**config.mk**
```make
export PLATFORM = sky130hd
export DESIGN_NAME = adcfr_frontend
export DESIGN_NICKNAME = d
export VERILOG_FILES = /design/src/adcfr_pkg.sv /design/src/adcfr_frontend.sv /design/src/adcfr_rate_gen.sv
export SDC_FILE = /design/constraint.sdc
export NUM_CORES = 1
export LEC_CHECK = 0
export BUFFER_PORTS_ARGS = -buffer_cell sky130_fd_sc_hd__buf_2
export CORE_ASPECT_RATIO = 0.6
export CORE_MARGIN = 10
export CORE_UTILIZATION = 41
export DETAILED_ROUTE_END_ITERATION = 10
export PLACE_DENSITY_LB_ADDON = 0.15
export SYNTH_ARGS = -nofsm -noshare
export SYNTH_HDL_FRONTEND = slang
export SYNTH_SLANG_ARGS = --single-unit
```
**constraint.sdc**
```tcl
create_clock -name clock_i -period 2.7 [get_ports clock_i]
set_input_delay 0.27 -clock clock_i [delete_from_list [all_inputs] [get_ports clock_i]]
set_output_delay 0.27 -clock clock_i [all_outputs]
set_load 0.02 [all_outputs]
```
**src/adcfr_pkg.sv**
```systemverilog
// Constants shared by the converter front end and rate control block.
`default_nettype none

package adcfr_pkg;

	// Register byte offsets on the bus.
	localparam logic [7:0] ADCFR_OFS_MUX    = 8'h00;
	localparam logic [7:0] ADCFR_OFS_SETUP  = 8'h04;
	localparam logic [7:0] ADCFR_OFS_ACR    = 8'h08;
	localparam logic [7:0] ADCFR_OFS_OFFSET_CORRECTION_VALUE   = 8'h0c;
	localparam logic [7:0] ADCFR_OFS_RESULT = 8'h10;
	localparam logic [7:0] ADCFR_OFS_STATUS = 8'h14;

	// Input multiplexer channel register fields.
	localparam int ADCFR_MUX_POS_LSB = 4;
	localparam int ADCFR_MUX_NEG_LSB = 0;
	localparam logic [3:0] ADCFR_CH_COMMON = 4'h8;

	// Setup register fields.
	localparam int ADCFR_SETUP_GAIN_LSB = 0;
	localparam int ADCFR_SETUP_BURN_BIT = 3;
	localparam int ADCFR_SETUP_SPEED_BIT = 4;

	// Analog control register fields.
	localparam int ADCFR_ACR_RATE_LSB = 0;
	localparam int ADCFR_ACR_BUF_BIT  = 2;
	localparam logic [1:0] ADCFR_RATE_RESERVED = 2'h3;

	// Status register fields.
	localparam int ADCFR_ST_READY_BIT  = 0;
	localparam int ADCFR_ST_BUFACT_BIT = 1;
	localparam int ADCFR_ST_BUFPIN_BIT = 2;
	localparam int ADCFR_ST_RATE_LSB   = 3;
	localparam int ADCFR_ST_SPEED_BIT  = 5;

	// Values after reset.
	localparam logic [3:0] ADCFR_RST_POS   = 4'h0;
	localparam logic [3:0] ADCFR_RST_NEG   = 4'h1;
	localparam logic [2:0] ADCFR_RST_GAIN  = 3'h0;
	localparam logic [1:0] ADCFR_RST_RATE  = 2'h0;
	localparam logic [7:0] ADCFR_RST_OFFSET_CORRECTION_VALUE  = 8'h00;
	localparam logic [23:0] ADCFR_RST_RESULT = 24'h00_0000;

	// Positive full-scale code given for an open sensor.
	localparam logic [23:0] ADCFR_FULL_SCALE = 24'h07_ffff;

	// Modulator clock derivation from the oscillator.
	localparam int ADCFR_OSC_RATE_HZ = 2457600;
	localparam int ADCFR_MOD_RATE_HZ = 19200;
	localparam int ADCFR_MOD_DIV = ADCFR_OSC_RATE_HZ / ADCFR_MOD_RATE_HZ;
	localparam logic [7:0] ADCFR_OSC_LAST_FAST = 8'(ADCFR_MOD_DIV - 1);
	localparam logic [7:0] ADCFR_OSC_LAST_SLOW = 8'(2 * ADCFR_MOD_DIV - 1);

	// Modulator clocks per output word at the fastest rate.
	localparam int ADCFR_MOD_PER_WORD = 1280;

endpackage : adcfr_pkg

`default_nettype wire

```
**src/adcfr_frontend.sv**
```systemverilog
// Front end configuration and rate control of a delta-sigma converter.
//
// The register offsets and the Wishbone interface to the registers were decided locally.
`default_nettype none

module adcfr_frontend
	import adcfr_pkg::*;
#(
	parameter logic [12:0] MOD_PER_WORD = 13'(ADCFR_MOD_PER_WORD)
)
(
	input  wire logic        clock_i,
	input  wire logic        rst_i,
	input  wire logic        cyc_i,
	input  wire logic        stb_i,
	input  wire logic        we_i,
	input  wire logic [7:0]  adr_i,
	input  wire logic [3:0]  sel_i,
	input  wire logic [31:0] dat_i,
	output var  logic [31:0] dat_o,
	output var  logic        ack_o,
	input  wire logic        osc_clk_i,
	input  wire logic        input_buffer_enable_pin_i,
	input  wire logic        sensor_open_i,
	input  wire logic [23:0] conversion_data_i,
	output var  logic [3:0]  pos_channel_o,
	output var  logic [3:0]  neg_channel_o,
	output var  logic        burnout_source_enable_o,
	output var  logic        input_buffer_active_o,
	output var  logic [2:0]  input_gain_amplifier_o,
	output var  logic [7:0]  offset_correction_value_o,
	output var  logic        modulator_tick_o,
	output var  logic        result_ready_n_o
);

	// Two flip-flops per pin: osc clock, buffer pin, sensor open flag.
	typedef struct packed {
		logic [2:0]  sync1;
		logic [2:0]  sync2;
		logic        osc_prev;
		logic        osc_tick;
		logic        ack;
		logic [31:0] dat;
		logic [3:0]  pos;
		logic [3:0]  neg;
		logic [2:0]  gain;
		logic        burn;
		logic        speed;
		logic        buf_bit;
		logic [1:0]  rate;
		logic [7:0]  offset_correction_value;
		logic [23:0] result;
		logic        rdy_n;
		logic        buf_act;
		logic        mod_tick;
	} adcfr_fe_s;

	adcfr_fe_s state_ff;
	adcfr_fe_s nxt_state;

	logic       mod_tick;
	logic       word_warn;
	logic       word_start;
	logic       act_speed;
	logic [1:0] act_rate;

	adcfr_rate_gen #(
		.MOD_PER_WORD (MOD_PER_WORD)
	) u_rate_gen (
		.clock_i      (clock_i),
		.rst_i        (rst_i),
		.osc_tick_i   (state_ff.osc_tick),
		.speed_i      (state_ff.speed),
		.rate_i       (state_ff.rate),
		.mod_tick_o   (mod_tick),
		.word_warn_o  (word_warn),
		.word_start_o (word_start),
		.speed_o      (act_speed),
		.rate_o       (act_rate)
	);

	function automatic logic chan_ok(input logic [3:0] ch);
		// Channels 0 to 7 and the common input are legal.
		chan_ok = (ch <= ADCFR_CH_COMMON);
	endfunction

	always_comb
	begin
		logic       req;
		logic       wr;
		logic       rd_result;
		logic [3:0] wpos;
		logic [3:0] wneg;
		logic [1:0] wrate;
		logic       pin_buf;
		logic       pin_open;
		req       = cyc_i && stb_i && !state_ff.ack;
		wr        = req && we_i && sel_i[0];
		rd_result = req && !we_i && (adr_i == ADCFR_OFS_RESULT);
		wpos      = dat_i[ADCFR_MUX_POS_LSB +: 4];
		wneg      = dat_i[ADCFR_MUX_NEG_LSB +: 4];
		wrate     = dat_i[ADCFR_ACR_RATE_LSB +: 2];
		pin_buf   = state_ff.sync2[1];
		pin_open  = state_ff.sync2[2];
		nxt_state = state_ff;

		nxt_state.sync1 = {sensor_open_i, input_buffer_enable_pin_i,
			osc_clk_i};
		nxt_state.sync2 = state_ff.sync1;
		nxt_state.osc_prev = state_ff.sync2[0];
		nxt_state.osc_tick = state_ff.sync2[0] && !state_ff.osc_prev;
		nxt_state.mod_tick = mod_tick;

		// Every access is answered one cycle after the request.
		nxt_state.ack = req;
		nxt_state.dat = 32'h0000_0000;
		if (wr)
		begin
			unique case (adr_i)
				ADCFR_OFS_MUX:
				begin
					// Each side is steered alone; a bad code keeps its old value.
					if (chan_ok(wpos))
					begin
						nxt_state.pos = wpos;
					end
					if (chan_ok(wneg))
					begin
						nxt_state.neg = wneg;
					end
				end
				ADCFR_OFS_SETUP:
				begin
					nxt_state.gain = dat_i[ADCFR_SETUP_GAIN_LSB +: 3];
					nxt_state.burn = dat_i[ADCFR_SETUP_BURN_BIT];
					nxt_state.speed = dat_i[ADCFR_SETUP_SPEED_BIT];
				end
				ADCFR_OFS_ACR:
				begin
					nxt_state.buf_bit = dat_i[ADCFR_ACR_BUF_BIT];
					if (wrate != ADCFR_RATE_RESERVED)
					begin
						nxt_state.rate = wrate;
					end
				end
				ADCFR_OFS_OFFSET_CORRECTION_VALUE:
				begin
					nxt_state.offset_correction_value = dat_i[7:0];
				end
				default:
				begin
					nxt_state.ack = req;
				end
			endcase
		end
		else if (req)
		begin
			unique case (adr_i)
				ADCFR_OFS_MUX:
				begin
					nxt_state.dat[ADCFR_MUX_POS_LSB +: 4] = state_ff.pos;
					nxt_state.dat[ADCFR_MUX_NEG_LSB +: 4] = state_ff.neg;
				end
				ADCFR_OFS_SETUP:
				begin
					nxt_state.dat[ADCFR_SETUP_GAIN_LSB +: 3] = state_ff.gain;
					nxt_state.dat[ADCFR_SETUP_BURN_BIT] = state_ff.burn;
					nxt_state.dat[ADCFR_SETUP_SPEED_BIT] = state_ff.speed;
				end
				ADCFR_OFS_ACR:
				begin
					nxt_state.dat[ADCFR_ACR_RATE_LSB +: 2] = state_ff.rate;
					nxt_state.dat[ADCFR_ACR_BUF_BIT] = state_ff.buf_bit;
				end
				ADCFR_OFS_OFFSET_CORRECTION_VALUE:
				begin
					nxt_state.dat[7:0] = state_ff.offset_correction_value;
				end
				ADCFR_OFS_RESULT:
				begin
					nxt_state.dat[23:0] = state_ff.result;
				end
				ADCFR_OFS_STATUS:
				begin
					nxt_state.dat[ADCFR_ST_READY_BIT] = !state_ff.rdy_n;
					nxt_state.dat[ADCFR_ST_BUFACT_BIT] = state_ff.buf_act;
					nxt_state.dat[ADCFR_ST_BUFPIN_BIT] = pin_buf;
					nxt_state.dat[ADCFR_ST_RATE_LSB +: 2] = act_rate;
					nxt_state.dat[ADCFR_ST_SPEED_BIT] = act_speed;
				end
				default:
				begin
					nxt_state.dat = 32'h0000_0000;
				end
			endcase
		end

		// Buffer runs only with both the pin and the bit high.
		nxt_state.buf_act = pin_buf && state_ff.buf_bit;

		// Reading the result, or the coming word, releases the ready line.
		if (rd_result || word_warn)
		begin
			nxt_state.rdy_n = 1'b1;
		end
		// A word start wins over a read in the same cycle.
		if (word_start)
		begin
			nxt_state.rdy_n = 1'b0;
			// Each word start loads a new result, overwriting the previous one even if it was never read.
			if (state_ff.burn && pin_open)
			begin
				nxt_state.result = ADCFR_FULL_SCALE;
			end
			else
			begin
				nxt_state.result = conversion_data_i;
			end
		end
	end

	always_ff @(posedge clock_i)
	begin
		if (rst_i)
		begin
			state_ff <= '0;
			state_ff.pos <= ADCFR_RST_POS;
			state_ff.neg <= ADCFR_RST_NEG;
			state_ff.gain <= ADCFR_RST_GAIN;
			state_ff.rate <= ADCFR_RST_RATE;
			state_ff.offset_correction_value <= ADCFR_RST_OFFSET_CORRECTION_VALUE;
			state_ff.result <= ADCFR_RST_RESULT;
			state_ff.rdy_n <= 1'b1;
		end
		else
		begin
			state_ff <= nxt_state;
		end
	end

	assign dat_o                     = state_ff.dat;
	assign ack_o                     = state_ff.ack;
	assign pos_channel_o             = state_ff.pos;
	assign neg_channel_o             = state_ff.neg;
	assign burnout_source_enable_o   = state_ff.burn;
	assign input_buffer_active_o     = state_ff.buf_act;
	assign input_gain_amplifier_o    = state_ff.gain;
	assign offset_correction_value_o = state_ff.offset_correction_value;
	assign modulator_tick_o          = state_ff.mod_tick;
	assign result_ready_n_o          = state_ff.rdy_n;

endmodule // adcfr_frontend

`default_nettype wire

```
**src/adcfr_rate_gen.sv**
```systemverilog
// Modulator clock divider and output word timing for the converter.
`default_nettype none

module adcfr_rate_gen
	import adcfr_pkg::*;
#(
	parameter logic [12:0] MOD_PER_WORD = 13'(ADCFR_MOD_PER_WORD)
)
(
	input  wire logic       clock_i,
	input  wire logic       rst_i,
	input  wire logic       osc_tick_i,
	input  wire logic       speed_i,
	input  wire logic [1:0] rate_i,
	output var  logic       mod_tick_o,
	output var  logic       word_warn_o,
	output var  logic       word_start_o,
	output var  logic       speed_o,
	output var  logic [1:0] rate_o
);

	typedef struct packed {
		logic [7:0]  osc_cnt;
		logic [12:0] mod_cnt;
		logic        speed;
		logic [1:0]  rate;
		logic        mod_tick;
		logic        warn;
		logic        start;
	} adcfr_rg_s;

	adcfr_rg_s state_ff;
	adcfr_rg_s nxt_state;

	always_comb
	begin
		logic [7:0]  osc_last;
		logic [12:0] word_last;
		osc_last  = state_ff.speed ? ADCFR_OSC_LAST_SLOW : ADCFR_OSC_LAST_FAST;
		word_last = 13'((MOD_PER_WORD << state_ff.rate) - 13'd1);
		nxt_state = state_ff;
		nxt_state.mod_tick = 1'b0;
		nxt_state.warn = 1'b0;
		nxt_state.start = 1'b0;
		if (osc_tick_i)
		begin
			// The speed bit picks the oscillator divide ratio.
			if (state_ff.osc_cnt >= osc_last)
			begin
				nxt_state.osc_cnt = 8'h00;
				nxt_state.mod_tick = 1'b1;
			end
			else
			begin
				nxt_state.osc_cnt = state_ff.osc_cnt + 8'h01;
			end
		end
		if (state_ff.mod_tick)
		begin
			if (state_ff.mod_cnt >= word_last)
			begin
				nxt_state.mod_cnt = 13'h0000;
				nxt_state.start = 1'b1;
				// New settings are taken only at a word boundary.
				nxt_state.speed = speed_i;
				nxt_state.rate = rate_i;
			end
			else
			begin
				nxt_state.mod_cnt = state_ff.mod_cnt + 13'h0001;
				nxt_state.warn = (state_ff.mod_cnt == 13'(word_last - 13'd1));
			end
		end
	end

	always_ff @(posedge clock_i)
	begin
		if (rst_i)
		begin
			state_ff <= '0;
			state_ff.rate <= ADCFR_RST_RATE;
		end
		else
		begin
			state_ff <= nxt_state;
		end
	end

	assign mod_tick_o   = state_ff.mod_tick;
	assign word_warn_o  = state_ff.warn;
	assign word_start_o = state_ff.start;
	assign speed_o      = state_ff.speed;
	assign rate_o       = state_ff.rate;

endmodule // adcfr_rate_gen

`default_nettype wire

```
* Yosys cells after proc, flatten, opt, wreduce, memory -nomap -nowiden
Cells that the tools add are included.
** Word-level totals
- Bits in registers :: 119
- Bits in latches :: 0
- Memory bits (writable) :: 0
- Bits in read-only memories :: 0
- Word-level logic and storage cells :: 88
- Memories kept :: 0
** Operators by class
- $add $sub $neg :: 4
- Multiply operators :: 0
- Div/mod/pow operators :: 0
- $lt $le $gt $ge :: 4
- Equality and inequality tests :: 7
- Shift operators :: 1
- Multiplexer cells :: 12
- Bitwise operators :: 4
- Reduce and logical (&&, ||, !) cells :: 29
** Operators by type and width (number)
- $sub A13 B1 Y13 const B :: 2
- $mux W24 :: 1
- $pmux W3 S6 :: 1
- $eq A8 B4 Y1 const B :: 2
- $eq A8 B5 Y1 const B :: 2
- $mux W8 :: 2
- $add A13 B1 Y13 const B :: 1
- $eq A13 B13 Y1 :: 1
- $ge A13 B13 Y1 :: 1
- $mux W13 :: 1
- $shl A11 B2 Y13 const A :: 1
- $pmux W2 S5 :: 1
- $logic_and A1 B1 Y1 :: 9
- $reduce_and A3 Y1 :: 3
- $add A8 B1 Y8 const B :: 1
- $eq A8 B3 Y1 const B :: 1
- $ge A8 B8 Y1 :: 1
- $le A4 B4 Y1 const B :: 2
- $logic_not A8 Y1 :: 1
- $reduce_and A2 Y1 :: 4
- $pmux W2 S3 :: 1
- $reduce_or A2 Y1 :: 3
- $reduce_or A3 Y1 :: 2
- $logic_not A1 Y1 :: 4
- other kinds (7) :: 13

* Depth between registers and ports, before layout
- Depth after elaboration :: 7
- Gate-level depth with buffers :: 9
- Mapped depth without buffers :: 8

* Cells and area by module
Synthesis repeated with hierarchy kept, for this count alone.
** Second synthesis, totals
- Cell total of the unflattened synthesis :: 569
- Area total of the unflattened synthesis :: 5096.1 um^2
** Modules (own cells, without submodules)
- adcfr_frontend :: instances 1, cells an instance 407, area each 3644.7 um^2
- adcfr_rate_gen :: instances 1, cells an instance 162, area each 1451.4 um^2

* Least setup slack after synthesis
Ideal clock, no wire load.
- Path kind :: register to register
- From :: register u_rate_gen.state_ff, in the netlist u_rate_gen.rate_o[0]
- To :: register u_rate_gen.state_ff, in the netlist u_rate_gen.rate_o[0]
- Library setup time :: 0.122 ns
- Arrival time :: 2.146 ns
- Data required time :: 2.578 ns
- Slack :: 0.432 ns
- Stages on the path, launching flop included :: 10
- Path buffers :: 1
- Period minus slack after synthesis :: 2.268 ns
- Cell sequence :: dfxtp_1 inv_1 ha_1 xor2_1 ha_1 and4_1 a221oi_1 clkbuf_1 nor2_1 a311o_1
** Between the ends
- Cells in the longest elaborated chain, start to end :: 4
** Ends and longest elaborated chain
- start: declaration :: RTL line adcfr_rate_gen.sv:32 : adcfr_rg_s state_ff;
- start signal: assignment :: RTL line adcfr_rate_gen.sv:85 : state_ff <= nxt_state;
- $shl A11 B2 Y13 :: RTL line adcfr_rate_gen.sv:40 : word_last = 13'((MOD_PER_WORD << state_ff.rate) - 13'd1);
- $sub A13 B1 Y13 :: RTL line adcfr_rate_gen.sv:40
- $ge A13 B13 Y1 :: RTL line adcfr_rate_gen.sv:60 : if (state_ff.mod_cnt >= word_last)
- $reduce_and A2 Y1 (no source line)
Every way passes these cells.
A chain may end at the register's enable or synchronous reset.

* Worst setup path in the final report
- From :: register u_rate_gen.state_ff, in the netlist u_rate_gen.rate_o[0]
- To :: register u_rate_gen.state_ff[14] (netlist name)
** Between the ends
- Cells in the longest elaborated chain, start to end :: 4
** Ends and longest elaborated chain (RTL line)
- $shl A11 B2 Y13 :: adcfr_rate_gen.sv:40
- $sub A13 B1 Y13 :: adcfr_rate_gen.sv:40
- $ge A13 B13 Y1 :: adcfr_rate_gen.sv:60
- $mux W13 :: adcfr_rate_gen.sv:60
Every way passes these cells.

==> impl_metrics.prom <==
# TYPE chip_impl_metric gauge
chip_impl_info{name="run_status",value="complete, no violations"} 1
chip_impl_metric{name="final.setup_skew",unit="ps"} 5.19
chip_impl_metric{name="synth_fa_ha_area_frac",unit=""} 0.0327
chip_impl_info{name="synth_top_family_by_area",value="simple AND/OR/NAND/NOR gates"} 1
chip_impl_metric{name="syn_avg_cell_area",unit="um2"} 9.54
chip_impl_metric{name="synth-seq-area-share",unit=""} 0.447
chip_impl_metric{name="route.detailed.wl_per_inst",unit="um"} 16.9
chip_impl_info{name="unrepaired_setup_endpoints_after_global_routing",value="no"} 1
chip_impl_info{name="tritoncts",value="built"} 1
chip_impl_metric{name="p_seq_frac",unit=""} 0.510
chip_impl_info{name="critical_path.startpoint",value="u_rate_gen.rate_o[0]"} 1
chip_impl_metric{name="post-place-ws",unit="ps"} 329
chip_impl_metric{name="switchingPower",unit="W"} 0.000791
chip_impl_metric{name="firstDrtPassIters",unit=""} 5
chip_impl_metric{name="die_area",unit="um2"} 17100
chip_impl_metric{name="synth-simple-area-share",unit=""} 0.195
chip_impl_metric{name="synth_enable_flop_cells",unit=""} 0
chip_impl_metric{name="total_number_of_yosys_warnings",unit=""} 0
chip_impl_metric{name="crit_path_max_fanout",unit=""} 11
chip_impl_metric{name="numCtsBuffers",unit=""} 9
chip_impl_metric{name="post_route_cells_drive_above_1_share",unit=""} 0.271
chip_impl_metric{name="max_slew_violation_total_from_the_final_report",unit=""} 0
chip_impl_metric{name="timing.critical_path.depth",unit=""} 10
chip_impl_metric{name="post_cts.repair.setup_buffers",unit=""} 0
chip_impl_metric{name="vias_in_the_first_global_route",unit=""} 3698
chip_impl_metric{name="grt-ovfl-total",unit=""} 0
chip_impl_metric{name="floorplan.initialDensity",unit=""} 0.416
chip_impl_metric{name="combined_area_of_all_synthesized_cells",unit="um2"} 4970
chip_impl_metric{name="worstSkewPairLatency",unit="ps"} 350
chip_impl_metric{name="cp_data_arrival_time",unit="ps"} 2650
chip_impl_metric{name="internal_power",unit="W"} 0.00247
chip_impl_metric{name="layout_worst_path_cycle_share",unit=""} 0.881
chip_impl_metric{name="reg2reg_slack",unit="ps"} 320
chip_impl_metric{name="synth_compound_gate_area_share",unit=""} 0.143
chip_impl_metric{name="num_vias",unit=""} 3800
chip_impl_metric{name="finalHoldViolations",unit=""} 0
chip_impl_metric{name="ctsResizeCount",unit=""} 0
chip_impl_metric{name="comb_power_share",unit=""} 0.064
chip_impl_metric{name="r2r_cells",unit=""} 10
chip_impl_metric{name="cts-root-to-sink-buffers",unit=""} 2
chip_impl_info{name="dominantRegCellSynth",value="sky130_fd_sc_hd__dfxtp_1"} 1
chip_impl_metric{name="dpl.hpwl",unit="um"} 9250
chip_impl_metric{name="synth_xor_area_frac",unit=""} 0.0299
chip_impl_metric{name="required_time_worst_endpoint",unit="ps"} 2980
chip_impl_metric{name="pin_count",unit=""} 132
chip_impl_metric{name="globalRouteTotalUtil",unit=""} 0.144
chip_impl_metric{name="grt_start_max_net_pins",unit=""} 33
chip_impl_info{name="critPathCapture",value="u_rate_gen.state_ff[14]"} 1
chip_impl_metric{name="design.final.nets",unit=""} 652
chip_impl_metric{name="synth_unique_cells",unit=""} 49
chip_impl_metric{name="cts_hold_buf",unit=""} 0
chip_impl_info{name="clock-root-buffer",value="sky130_fd_sc_hd__clkbuf_16"} 1
chip_impl_info{name="mostFrequentLayoutCells",value="sky130_fd_sc_hd__dfxtp_1, sky130_fd_sc_hd__buf_2, sky130_fd_sc_hd__nor2_1"} 1
chip_impl_metric{name="ir_drop",unit="uV"} 283
chip_impl_info{name="critical_path.endpoint_type",value="register"} 1
chip_impl_metric{name="drc_errors",unit=""} 0
chip_impl_info{name="layout_commonest_cell",value="sky130_fd_sc_hd__dfxtp_1"} 1
chip_impl_metric{name="avgViaCountPerCell",unit=""} 5.18
chip_impl_metric{name="worst-slew-pin-transition",unit="ps"} 685
chip_impl_metric{name="async_reset_ff_frac",unit=""} 0
chip_impl_metric{name="timing.max_slew.rel_slack",unit=""} 0.542
chip_impl_info{name="critical_path.startpoint_type",value="register"} 1
chip_impl_metric{name="post_detailed_routing_wire_length",unit="um"} 12400
chip_impl_metric{name="syn_inst",unit=""} 521
chip_impl_metric{name="drt_first_iter_violations",unit=""} 236
chip_impl_info{name="critical_path.top_delay_family",value="buffers and inverters"} 1
chip_impl_metric{name="site_row_count",unit=""} 31
chip_impl_info{name="cp_cell_sequence",value="inv_1 -> ha_1 -> xor2_1 -> ha_1 -> and4_1 -> a221oi_1 -> buf_4 -> a21boi_1 -> buf_4 -> nor3_1"} 1
chip_impl_metric{name="synthMuxAreaShare",unit=""} 0.0450
chip_impl_metric{name="power.share.switching",unit=""} 0.242
chip_impl_metric{name="layout-area-overhead-vs-synth",unit="%"} 11.7
chip_impl_metric{name="worst-path-buf-inv",unit=""} 3
chip_impl_metric{name="floorplan.die.height",unit="um"} 105
chip_impl_metric{name="postRouteAntennaNets",unit=""} 0
chip_impl_metric{name="port_buffers",unit=""} 96
chip_impl_metric{name="drv_cap",unit=""} 0
chip_impl_metric{name="power_per_cell_area",unit="nW/um2"} 588
chip_impl_metric{name="die_w",unit="um"} 162
chip_impl_metric{name="power_leakage",unit="nW"} 2.24
chip_impl_metric{name="fmax",unit="MHz"} 421
chip_impl_info{name="min-delay-path-class",value="input pin to register"} 1
chip_impl_metric{name="clkTransAtPathRegs",unit="ps"} 70
chip_impl_metric{name="post-route-util",unit=""} 0.465
chip_impl_metric{name="antenna_cells_inserted",unit=""} 0
chip_impl_metric{name="place.gp.congestion",unit=""} 0.808
chip_impl_metric{name="cts.htree.levels",unit=""} 3
chip_impl_metric{name="final.setup.tns",unit="ps"} 0
chip_impl_metric{name="grt_antenna_before_repair",unit=""} 0
chip_impl_metric{name="synth-seq-cells",unit=""} 111
chip_impl_info{name="critical_path.slowest_cell",value="sky130_fd_sc_hd__dfxtp_1"} 1
chip_impl_metric{name="grt_pass1_wl",unit="um"} 20000
chip_impl_metric{name="cts.sinks",unit=""} 111
chip_impl_metric{name="period_minus_slack",unit="ps"} 2380
chip_impl_info{name="reg2reg_from",value="u_rate_gen.rate_o[0]"} 1
chip_impl_metric{name="fp.coreArea",unit="um2"} 11900
chip_impl_info{name="worstSetupPathType",value="register to register"} 1
chip_impl_metric{name="post-route-worst-setup-slack",unit="ps"} 322
chip_impl_info{name="timing.rr.end",value="u_rate_gen.state_ff[14]"} 1
chip_impl_metric{name="power.share.clock",unit=""} 0.426
chip_impl_metric{name="critical_path.max_stage_delay",unit="ps"} 400
chip_impl_metric{name="finalSetupViolCount",unit=""} 0
[per-layer routing]
metal / vias to the layer above / wire length [um] / track usage / share of wire
met3: 16 / 913 / 0.0501 / 0.074
met4: 0 / 174 / 0.0427 / 0.014
li1: 1865 / - / - / -
met5: - / 0 / 0 / 0
met1: 1802 / 6360 / 0.209 / 0.51
met2: 117 / 4970 / 0.193 / 0.40
[power by group through the flow]
| stage | clock network (W) | logic, W | registers [W] |
|---|---|---|---|
| floorplan | 0 | 0.000138 | 0.00170 |
| global placement | 0 | 0.000204 | 0.00170 |
| detailed placement | 0 | 0.000208 | 0.00170 |
| CTS | 0.00143 | 0.000210 | 0.00167 |
| global route | 0.00149 | 0.000235 | 0.00167 |
| finish | 0.00139 | 0.000210 | 0.00167 |
[synth_stat cells (6+ instances only)]
master	n	area, um2
sky130_fd_sc_hd__buf_4	51	383
sky130_fd_sc_hd__nand2b_1	6	37.5
sky130_fd_sc_hd__mux2i_1	10	100
sky130_fd_sc_hd__nor2b_1	17	106
sky130_fd_sc_hd__inv_1	9	33.8
sky130_fd_sc_hd__nand3_1	25	125
sky130_fd_sc_hd__clkbuf_1	24	90.1
sky130_fd_sc_hd__nor2_1	36	135
sky130_fd_sc_hd__nand4_1	9	56.3
sky130_fd_sc_hd__o21ai_0	17	85.1
sky130_fd_sc_hd__nand2_1	26	97.6
sky130_fd_sc_hd__and3_1	6	37.5
sky130_fd_sc_hd__nor3_1	19	95.1
sky130_fd_sc_hd__a21oi_1	28	140
sky130_fd_sc_hd__o221a_2	23	259
sky130_fd_sc_hd__and2_1	20	125
sky130_fd_sc_hd__ha_1	13	163
sky130_fd_sc_hd__dfxtp_1	111	2220
sky130_fd_sc_hd__xor2_1	7	61.3
sky130_fd_sc_hd__xnor2_1	10	87.6
[area by class of cell]
class | instances | area (um2)
Clock buffer | 9 | 225
Clock inverter | 7 | 86.3
Fill cell | 1193 | 6390
Inverter | 9 | 33.8
Multi-Input combinational cell | 329 | 2250
Sequential cell | 111 | 2220
Tap cell | 165 | 206
Timing Repair Buffer | 103 | 533
[flip-flops by register name, summed over array words and instances, names as in the netlist]
name and flops:
ack_o 1, burnout_source_enable_o 1, dat_o 24, input_buffer_active_o 1, input_gain_amplifier_o 3, modulator_tick_o 1
neg_channel_o 4, nxt_state 4, offset_correction_value_o 8, pos_channel_o 4, result_ready_n_o 1, state_ff 32
u_rate_gen.mod_tick_o 1, u_rate_gen.rate_o 2, u_rate_gen.speed_o 1, u_rate_gen.state_ff 21, u_rate_gen.word_start_o 1, u_rate_gen.word_warn_o 1
[kinds of logic (layout without fill, tap and decap cells)]
group / after synthesis / in the layout
buf+inv: 88 / 128
other cells: 1 / 8
compound gates: 92 / 92
xor+xnor: 17 / 17
simple gates: 182 / 182
fa+ha+maj: 13 / 13
flops: 111 / 111
mux: 17 / 17
[through the flow]
step / std cells / hold WS, ps / cell area (um2) / total power [W]
final: 733 / 122 / 5550 / 0.00326
after global routing: 733 / 124 / 5550 / 0.00339
after CTS: 733 / 113 / 5550 / 0.00331
after detailed placement: 717 / 382 / 5240 / 0.00191
after global placement: 717 / 373 / 5240 / 0.00191
after floorplan: 528 / 349 / 5000 / 0.00184
[how the worst min path moves through the flow]
stage	from	end	cells after the start
6_report	osc_clk_i	nxt_state[86]	2
3_3_place_gp	state_ff[85]	state_ff[84]	1
2_1_floorplan	rst_i	state_ff[85]	1
3_5_place_dp	state_ff[85]	state_ff[84]	1
5_1_grt	input_buffer_enable_pin_i	nxt_state[87]	2
4_1_cts	osc_clk_i	nxt_state[86]	2
(Power assumes the default switching activity.)
